==> src/pcs_pkg.sv <==
// constants and types shared by the program counter and return stack
package pcs_pkg;

  localparam int unsigned PC_W      = 13;
  localparam int unsigned LOW_W     = 8;
  localparam int unsigned HI_W      = 5;
  localparam int unsigned TGT_W     = 11;
  localparam int unsigned STK_DEPTH = 8;
  localparam int unsigned PTR_W     = 3;
  localparam int unsigned PAGE_MSB  = 4;
  localparam int unsigned PAGE_LSB  = 3;

  localparam logic [12:0] PC_RST     = 13'h0000;
  localparam logic [4:0]  LATCH_RST  = 5'h00;
  localparam logic [2:0]  PTR_RST    = 3'h0;
  localparam logic [12:0] INT_VECTOR = 13'h0004;
  localparam logic [12:0] PC_STEP    = 13'h0001;
  localparam logic [2:0]  PTR_STEP   = 3'h1;

  typedef enum logic [2:0] {
    OP_SEQ  = 3'h0,
    OP_INT  = 3'h1,
    OP_RET  = 3'h2,
    OP_CALL = 3'h3,
    OP_GOTO = 3'h4,
    OP_WLOW = 3'h5,
    OP_ADD  = 3'h6,
    OP_HOLD = 3'h7
  } pcs_op_e;

endpackage

==> src/pcs_top.sv <==
// program counter with page latch and return stack
`timescale 1ns/10ps
module pcs_top (
  input  wire logic        clk,
  input  wire logic        srst,
  input  wire logic        fetch_adv,
  input  wire logic        goto_req,
  input  wire logic        call_req,
  input  wire logic        ret_req,
  input  wire logic        int_vec_req,
  input  wire logic [10:0] branch_target,
  input  wire logic        low_wr,
  input  wire logic [7:0]  low_wr_data,
  input  wire logic        low_add,
  input  wire logic [7:0]  low_add_offset,
  input  wire logic        latch_wr,
  input  wire logic [7:0]  latch_wr_data,
  output logic      [12:0] pc_q,
  output logic      [7:0]  pc_low_byte_q,
  output logic      [7:0]  pc_high_latch_q
);

  pcs_pkg::pcs_op_e op;
  logic [12:0]      pc_d;
  logic [4:0]       latch_q;
  logic [1:0]       page_bits;
  logic [8:0]       add_full;
  logic [7:0]       add_sum;
  logic             push;
  logic             pop;
  logic [12:0]      stk_top;
  logic [2:0]       stk_ptr;

  // one request per cycle is expected; if several arrive, the
  // decoder order below decides and the rest are dropped
  always_comb begin
    if (int_vec_req) begin
      op = pcs_pkg::OP_INT;
    end else if (ret_req) begin
      op = pcs_pkg::OP_RET;
    end else if (call_req) begin
      op = pcs_pkg::OP_CALL;
    end else if (goto_req) begin
      op = pcs_pkg::OP_GOTO;
    end else if (low_wr) begin
      op = pcs_pkg::OP_WLOW;
    end else if (low_add) begin
      op = pcs_pkg::OP_ADD;
    end else if (fetch_adv) begin
      op = pcs_pkg::OP_SEQ;
    end else begin
      op = pcs_pkg::OP_HOLD;
    end
  end

  // page select for branches; nonzero values reach unpopulated pages
  assign page_bits = latch_q[pcs_pkg::PAGE_MSB:pcs_pkg::PAGE_LSB];

  // carry out of the low byte is dropped, so tables must not
  // straddle a 256-word block
  assign add_full = {1'b0, pc_q[7:0]} + {1'b0, low_add_offset};
  assign add_sum  = add_full[7:0];

  always_comb begin
    pc_d = pc_q;
    push = 1'b0;
    pop  = 1'b0;
    unique case (op)
      pcs_pkg::OP_INT: begin
        pc_d = pcs_pkg::INT_VECTOR;
        push = 1'b1;
      end
      pcs_pkg::OP_RET: begin
        pc_d = stk_top;
        pop  = 1'b1;
      end
      pcs_pkg::OP_CALL: begin
        pc_d = {page_bits, branch_target};
        push = 1'b1;
      end
      pcs_pkg::OP_GOTO: begin
        pc_d = {page_bits, branch_target};
      end
      pcs_pkg::OP_WLOW: begin
        pc_d = {latch_q, low_wr_data};
      end
      pcs_pkg::OP_ADD: begin
        pc_d = {latch_q, add_sum};
      end
      pcs_pkg::OP_SEQ: begin
        pc_d = pc_q + pcs_pkg::PC_STEP;
      end
      pcs_pkg::OP_HOLD: begin
        pc_d = pc_q;
      end
    endcase
  end

  always_ff @(posedge clk) begin
    if (srst) begin
      pc_q <= pcs_pkg::PC_RST;
    end else begin
      pc_q <= pc_d;
    end
  end

  // software sees the low byte only; the upper bits have no read path
  // outputs leave straight from flops; the low byte copy follows pc_d
  // so it never lags the counter, the latch copy repeats the latch write
  always_ff @(posedge clk) begin
    if (srst) begin
      pc_low_byte_q <= pcs_pkg::PC_RST[7:0];
    end else begin
      pc_low_byte_q <= pc_d[7:0];
    end
  end

  always_ff @(posedge clk) begin
    if (srst) begin
      pc_high_latch_q <= {3'h0, pcs_pkg::LATCH_RST};
    end else if (latch_wr) begin
      pc_high_latch_q <= {3'h0, latch_wr_data[4:0]};
    end
  end

  // latch has no stack connection at all, so push and pop cannot touch it
  pcs_latch u_latch (
    .clk     (clk),
    .srst    (srst),
    .wr      (latch_wr),
    .wr_data (latch_wr_data),
    .latch_q (latch_q)
  );

  // pointer stays internal and there is no over/underflow flag
  pcs_stack u_stack (
    .clk       (clk),
    .srst      (srst),
    .push      (push),
    .pop       (pop),
    .push_data (pc_q),
    .top       (stk_top),
    .ptr_q     (stk_ptr)
  );

  // checks

  reset_clear_a:
    assert property (@(posedge clk)
      $fell(srst) |-> (pc_q == pcs_pkg::PC_RST) && (pc_high_latch_q == 8'h00) && (stk_ptr == 3'h0))
    else $error("counter, latch or pointer not cleared by reset");

  low_write_load_a:
    assert property (@(posedge clk) disable iff (srst)
      (op == pcs_pkg::OP_WLOW) |=>
        (pc_q == {$past(latch_q), $past(low_wr_data)}))
    else $error("low byte write did not load upper bits from latch");

  goto_page_a:
    assert property (@(posedge clk) disable iff (srst)
      (op == pcs_pkg::OP_GOTO) |=>
        (pc_q[12:11] == $past(latch_q[4:3])) && (pc_q[10:0] == $past(branch_target)))
    else $error("jump target or page bits wrong");

  call_target_a:
    assert property (@(posedge clk) disable iff (srst)
      (op == pcs_pkg::OP_CALL) |=>
        (pc_q == {$past(latch_q[4:3]), $past(branch_target)}) &&
        (stk_ptr == $past(stk_ptr) + 3'h1))
    else $error("call did not branch and push");

  call_return_a:
    assert property (@(posedge clk) disable iff (srst)
      (op == pcs_pkg::OP_CALL) ##1 (op == pcs_pkg::OP_RET) |=>
        (pc_q == $past(pc_q, 2)))
    else $error("return did not restore the full counter");

  int_vector_a:
    assert property (@(posedge clk) disable iff (srst)
      (op == pcs_pkg::OP_INT) |=>
        (pc_q == pcs_pkg::INT_VECTOR) && (stk_ptr == $past(stk_ptr) + 3'h1))
    else $error("interrupt did not vector and push");

  int_return_a:
    assert property (@(posedge clk) disable iff (srst)
      (op == pcs_pkg::OP_INT) ##1 (op == pcs_pkg::OP_SEQ) [*2] ##1 (op == pcs_pkg::OP_RET) |=>
        (pc_q == $past(pc_q, 4)) && (stk_ptr == $past(stk_ptr, 4)))
    else $error("interrupt return lost the saved counter");

  latch_stable_a:
    assert property (@(posedge clk) disable iff (srst)
      (push || pop) && !latch_wr |=> $stable(pc_high_latch_q))
    else $error("stack operation changed the high latch");

  latch_write_a:
    assert property (@(posedge clk) disable iff (srst)
      latch_wr |=> (pc_high_latch_q == {3'h0, $past(latch_wr_data[4:0])}))
    else $error("high latch write not stored");

  pop_ptr_a:
    assert property (@(posedge clk) disable iff (srst)
      (op == pcs_pkg::OP_RET) |=>
        (stk_ptr == $past(stk_ptr) - 3'h1) && (pc_q == $past(stk_top)))
    else $error("return did not pop the stack");

  wrap_push_a:
    assert property (@(posedge clk) disable iff (srst)
      push && (stk_ptr == 3'h7) |=> (stk_ptr == 3'h0))
    else $error("stack pointer did not wrap");

  wrap_pop_a:
    assert property (@(posedge clk) disable iff (srst)
      pop && (stk_ptr == 3'h0) |=> (stk_ptr == 3'h7))
    else $error("stack pointer did not wrap on underflow");

  seq_advance_a:
    assert property (@(posedge clk) disable iff (srst)
      (op == pcs_pkg::OP_SEQ) |=> (pc_q == $past(pc_q) + 13'h0001))
    else $error("counter did not advance by one");

  add_jump_a:
    assert property (@(posedge clk) disable iff (srst)
      (op == pcs_pkg::OP_ADD) |=>
        (pc_q[7:0] == $past(pc_q[7:0]) + $past(low_add_offset)) &&
        (pc_q[12:8] == $past(latch_q)))
    else $error("computed jump result wrong");

  hold_a:
    assert property (@(posedge clk) disable iff (srst)
      (op == pcs_pkg::OP_HOLD) |=> $stable(pc_q) && $stable(stk_ptr))
    else $error("counter moved with no request");

  reset_hold_a:
    assert property (@(posedge clk)
      srst |=>
        (pc_q == pcs_pkg::PC_RST) && (stk_ptr == pcs_pkg::PTR_RST) && (pc_low_byte_q == 8'h00))
    else $error("reset did not hold the counter at zero");

  low_mirror_a:
    assert property (@(posedge clk) disable iff (srst)
      pc_low_byte_q == pc_q[7:0])
    else $error("low byte output differs from the counter");

  latch_mirror_a:
    assert property (@(posedge clk) disable iff (srst)
      pc_high_latch_q == {3'h0, latch_q})
    else $error("latch output differs from the stored latch");

  latch_idle_a:
    assert property (@(posedge clk) disable iff (srst)
      !latch_wr |=> $stable(latch_q))
    else $error("latch changed without a latch write");

  stk_idle_a:
    assert property (@(posedge clk) disable iff (srst)
      !push && !pop |=> $stable(stk_ptr))
    else $error("stack pointer moved without push or pop");

  int_first_a:
    assert property (@(posedge clk) disable iff (srst)
      int_vec_req |->
        (op == pcs_pkg::OP_INT) && push && !pop)
    else $error("interrupt request did not push");

  ret_pop_a:
    assert property (@(posedge clk) disable iff (srst)
      ret_req && !int_vec_req |->
        pop && !push)
    else $error("return request did not pop");

  pop_top_a:
    assert property (@(posedge clk) disable iff (srst)
      pop |-> (pc_d == stk_top))
    else $error("pop did not take the full stack entry");

  push_saved_a:
    assert property (@(posedge clk) disable iff (srst)
      push |=> (stk_top == $past(pc_q)))
    else $error("pushed counter not on top of stack");

  goto_no_push_a:
    assert property (@(posedge clk) disable iff (srst)
      (op == pcs_pkg::OP_GOTO) |=> $stable(stk_ptr))
    else $error("jump touched the stack");

  low_no_stack_a:
    assert property (@(posedge clk) disable iff (srst)
      (op == pcs_pkg::OP_WLOW) || (op == pcs_pkg::OP_ADD) |=>
        $stable(stk_ptr))
    else $error("low byte write touched the stack");

  seq_no_stack_a:
    assert property (@(posedge clk) disable iff (srst)
      (op == pcs_pkg::OP_SEQ) |=> $stable(stk_ptr))
    else $error("sequential step touched the stack");

  seq_wrap_a:
    assert property (@(posedge clk) disable iff (srst)
      (op == pcs_pkg::OP_SEQ) && (pc_q == 13'h1FFF) |=>
        (pc_q == 13'h0000))
    else $error("counter did not wrap at 13 bits");

  page_reach_a:
    assert property (@(posedge clk) disable iff (srst)
      (op == pcs_pkg::OP_SEQ) && (pc_q == 13'h07FF) |=>
        (pc_q == 13'h0800))
    else $error("counter stopped at the populated page end");

  goto_low_a:
    assert property (@(posedge clk) disable iff (srst)
      (op == pcs_pkg::OP_GOTO) |=>
        (pc_low_byte_q == $past(branch_target[7:0])))
    else $error("jump low byte wrong");

  call_low_a:
    assert property (@(posedge clk) disable iff (srst)
      (op == pcs_pkg::OP_CALL) |=>
        (pc_low_byte_q == $past(branch_target[7:0])))
    else $error("call low byte wrong");

  wlow_low_a:
    assert property (@(posedge clk) disable iff (srst)
      (op == pcs_pkg::OP_WLOW) |=>
        (pc_low_byte_q == $past(low_wr_data)))
    else $error("low byte write not visible");

endmodule

==> src/pcs_latch.sv <==
// high-byte latch: five stored bits that feed the upper counter bits
`timescale 1ns/10ps
module pcs_latch (
  input  wire logic       clk,
  input  wire logic       srst,
  input  wire logic       wr,
  input  wire logic [7:0] wr_data,
  output logic      [4:0] latch_q
);

  // only the low five bits exist; writes to the top three are dropped
  always_ff @(posedge clk) begin
    if (srst) begin
      latch_q <= pcs_pkg::LATCH_RST;
    end else if (wr) begin
      latch_q <= wr_data[4:0];
    end
  end

endmodule

==> src/pcs_stack.sv <==
// eight-entry circular return-address stack
`timescale 1ns/10ps
module pcs_stack (
  input  wire logic        clk,
  input  wire logic        srst,
  input  wire logic        push,
  input  wire logic        pop,
  input  wire logic [12:0] push_data,
  output logic      [12:0] top,
  output logic      [2:0]  ptr_q
);

  logic [12:0] mem_q [pcs_pkg::STK_DEPTH];
  logic [2:0]  top_idx;

  // pointer wraps freely: a ninth push lands on the first entry
  always_ff @(posedge clk) begin
    if (srst) begin
      ptr_q <= pcs_pkg::PTR_RST;
    end else if (push) begin
      ptr_q <= ptr_q + pcs_pkg::PTR_STEP;
    end else if (pop) begin
      ptr_q <= ptr_q - pcs_pkg::PTR_STEP;
    end
  end

  for (genvar i = 0; i < pcs_pkg::STK_DEPTH; i++) begin : g_entry
    always_ff @(posedge clk) begin
      if (srst) begin
        mem_q[i] <= pcs_pkg::PC_RST;
      end else if (push && (ptr_q == 3'(i))) begin
        mem_q[i] <= push_data;
      end
    end
  end

  assign top_idx = ptr_q - pcs_pkg::PTR_STEP;
  assign top     = mem_q[top_idx];

endmodule

==> config.mk <==
export PLATFORM = sky130hd
export DESIGN_NAME = pcs_top
export DESIGN_NICKNAME = d
export VERILOG_FILES = /design/src/pcs_pkg.sv /design/src/pcs_top.sv /design/src/pcs_latch.sv /design/src/pcs_stack.sv
export SDC_FILE = /design/constraint.sdc
export NUM_CORES = 1
export LEC_CHECK = 0
export ABC_CLOCK_PERIOD_IN_PS = 3500
export BUFFER_PORTS_ARGS = -buffer_cell sky130_fd_sc_hd__buf_2
export CAP_MARGIN = 20
export CELL_PAD_IN_SITES_DETAIL_PLACEMENT = 0
export CELL_PAD_IN_SITES_GLOBAL_PLACEMENT = 1
export CORE_UTILIZATION = 46
export CTS_CLUSTER_DIAMETER = 80
export CTS_CLUSTER_SIZE = 25
export DETAILED_ROUTE_END_ITERATION = 8
export PLACE_DENSITY_LB_ADDON = 0.3
export SKIP_CTS_REPAIR_TIMING = 1
export SYNTH_ARGS = -nofsm -noshare
export SYNTH_HDL_FRONTEND = slang
export SYNTH_SLANG_ARGS = --single-unit
==> constraint.sdc <==
create_clock -name clk -period 3.5 [get_ports clk]
set_clock_uncertainty 0.15 [all_clocks]
set_input_delay 0.35 -clock clk [delete_from_list [all_inputs] [get_ports clk]]
set_output_delay 0.35 -clock clk [all_outputs]
set_load 0.05 [all_outputs]
==> flow_metrics.env <==
export IMPL_status="complete, no violations"
export IMPL_drt_wl_total_mm=16.8
export IMPL_grt_max_degree=40
export IMPL_synth_cell_types=56
export IMPL_cp_max_fo=9
export IMPL_drv_slew=0
export IMPL_dieArea_mm2=0.0149
export IMPL_leakage_nw=3.16
export IMPL_final_nets=647
export IMPL_clk_latency_ps=420
export IMPL_avgSynthCellArea_um2=12.2
export IMPL_fill_cells=1207
export IMPL_tritoncts="done"
export IMPL_reg2reg_to="pc_q[9]"
export IMPL_syn_inst=543
export IMPL_yosysWarnings=0
export IMPL_min_from="latch_wr_data[1]"
export IMPL_tns_ps=0
export IMPL_clockBufferDepth=2
export IMPL_final_layout_size_suffix_gt1_share_pct=26.0
export IMPL_crit_path_start="u_stack.ptr_q[1]"
export IMPL_ys_async_sr_fraction_pct=0
export IMPL_setup_viol=0
export IMPL_worstPathArrival_ps=2720
export IMPL_r2r_setup_slack_ps=920
export IMPL_num_vias=4672
export IMPL_fin_cells=779
export IMPL_end_kind="register"
export IMPL_clock_sinks=125
export IMPL_final_hold_viol_count=0
export IMPL_fmax_mhz=388
export IMPL_die_height_um=122
export IMPL_coreArea_mm2=0.0140
export IMPL_hp_class="in2reg"
export IMPL_worst_pin_slew_ps=733
export IMPL_regToRegStartpoint="u_stack.ptr_q[1]"
export IMPL_start_util_pct=47.4
export IMPL_die_w_um=122
export IMPL_dp_hpwl_mm=11.3
export IMPL_drt_iter0_drc=506
export IMPL_syn_to_final_growth_pct=14.4
export IMPL_drv_cap=0
export IMPL_cts_root_buf="clkbuf_16"
export IMPL_ys_seq_area_share_pct=53.5
export IMPL_synth_area_mm2=0.00662
export IMPL_endpoint="pc_q[9]"
export IMPL_synth_ff_latch_count=125
export IMPL_dr_pass1_iters=5
export IMPL_cts_made_buffers=17
export IMPL_synth_main_ff_cell="edfxtp_1"
export IMPL_clk_pin_slew_ps=60
export IMPL_post_place_cells=747
export IMPL_multi_input_area_mm2=0.00278
export IMPL_ant_nets=0
export IMPL_portBuffers=67
export IMPL_drc_errors=0
export IMPL_relSlewSlack_pct=50.8
export IMPL_period_share_pct=73.6
export IMPL_antenna_cells=0
export IMPL_min_period_ps=2580
export IMPL_p_per_area_mw_per_mm2=539
export IMPL_grt_use_total_pct=24.2
export IMPL_grt_first_pass_wirelength_mm=26.1
export IMPL_rsz0062_at_grt="no"
export IMPL_grt_pass1_vias=4735
export IMPL_ff2ff_path_depth=8
export IMPL_h_tree_depth=4
export IMPL_cp_start_kind="register"
export IMPL_boundaryPins=74
export IMPL_grt_overflow_total=0
export IMPL_antenna_found_initial=0
export IMPL_row_count=43
export IMPL_via_per_inst=6.00
export IMPL_synth_edf_count=104
export IMPL_ir_worst_vdd_uv=372
export IMPL_critPathKind="reg2reg"
export IMPL_cp_required_ps=3650
export IMPL_wl_per_cell_um=21.6
export IMPL_routabilityCongestion=0.852
export IMPL_seq_area_mm2=0.00354
cell usage after synthesis, types with 7 or more instances:
cell type	n	area, µm²
edfxtp_1	104	3120
and3_1	68	425
clkbuf_1	41	154
and2_1	40	250
nor2_1	30	113
mux4_2	26	586
dfxtp_1	21	420
nand2_1	19	71.3
ha_1	15	188
a21oi_1	13	65.1
nand3_1	13	65.1
buf_4	12	90.1
xnor2_1	12	105
inv_1	10	37.5
mux2i_1	10	100
o21ai_0	8	40.0
a21o_1	7	52.6
a31oi_1	7	43.8
critical path, cell delays in order, from the launching register on:
cell,delay [ps]
dfxtp_1,390
inv_1,110
ha_1,500
buf_4,260
mux4_2,300
mux2i_1,250
nor2_1,70
a221oi_1,310
a21oi_1,110
worst min-delay path by stage:
stage                     slack, ps  cells after the start            endpoint
after floorplan                 350                      2  pc_high_latch_q[0]
after global placement          330                      2             pc_q[8]
after detailed placement        350                      2             pc_q[8]
after CTS                        20                      3  pc_high_latch_q[1]
after global routing             30                      3  pc_high_latch_q[2]
final                            20                      3  pc_high_latch_q[1]
final cells by class:
class / instances / area share (%)
Clock inverter: 15 / 1.54
Clock buffer: 17 / 5.62
Inverter: 10 / 0.495
Sequential cell: 125 / 46.8
Timing Repair Buffer: 82 / 5.91
Tap cell: 180 / 2.97
Multi-Input combinational cell: 350 / 36.7
flip-flops by register name (all words and copies together), names as in the netlist:
name	flops
pc_high_latch_q	5
u_stack.ptr_q	3
u_stack.mem_q	104
pc_q	13
through the flow:
stage	power, mW	hold WS, ps	utilization, %	setup WS, ps	instance area, µm²
2_1_floorplan	2.28	347	-	424	6630
3_3_place_gp	2.49	335	50.3	954	7030
3_5_place_dp	2.50	347	50.3	903	7030
4_1_cts	4.09	15.8	54.2	881	7580
5_1_grt	4.20	32.3	54.2	771	7580
6_report	4.08	23.1	54.2	924	7580
report_power, final:
part / switching [mW] / internal (mW)
clock network: 0.699 / 0.911
registers: 0.0679 / 1.71
logic: 0.436 / 0.263
total: 1.20 / 2.88
cells by family (layout without fill, tap and decap cells):
family | Yosys count | in the layout | share of synthesized area (%)
adder cells (fa/ha/maj) | 16 | 16 | 3.14
multiplexers | 40 | 40 | 11.0
AO/OA/AOI/OAI | 77 | 77 | 8.61
AND/OR/NAND/NOR | 198 | 198 | 16.8
other | 1 | 3 | 0.0566
XOR/XNOR | 16 | 16 | 2.12
buffers and inverters | 70 | 124 | 4.74
flip-flops | 125 | 125 | 53.5
per-layer routing:
| metal | vias to the layer above | global-route usage [%] | part of all wire, % |
|---|---|---|---|
| met2 | 179 | 39.9 | 49 |
| met4 | 0 | 8.72 | 1.7 |
| met3 | 18 | 4.45 | 5.9 |
| met1 | 2347 | 31.9 | 44 |
| met5 | - | 0 | 0 |
| li1 | 2128 | - | - |
layout by cell type, fill, tap and decap left out, drive strengths merged, types with 3 or more instances in the layout:
master	synthesis	final
nor3	5	5
mux2i	10	10
buf	19	82
a41oi	3	3
and3	68	68
o21ai	8	8
ha	15	15
nand3	13	13
a22oi	4	4
nor2	31	31
xor2	4	4
xnor2	12	12
mux4	26	26
and2	41	41
nor2b	5	5
a31oi	7	7
clkinvlp	0	7
dfxtp	21	21
o211ai	3	3
inv	10	14
a211oi	6	6
edfxtp	104	104
mux2	4	4
a21oi	13	13
a21o	7	7
nor4	3	3
o21a	3	3
a31o	3	3
a222oi	5	5
nand4	3	3
a221oi	4	4
clkinv	0	4
conb	1	3
clkbuf	41	17
nand2	19	19
No activity file was read; power rests on OpenSTA's default activity.
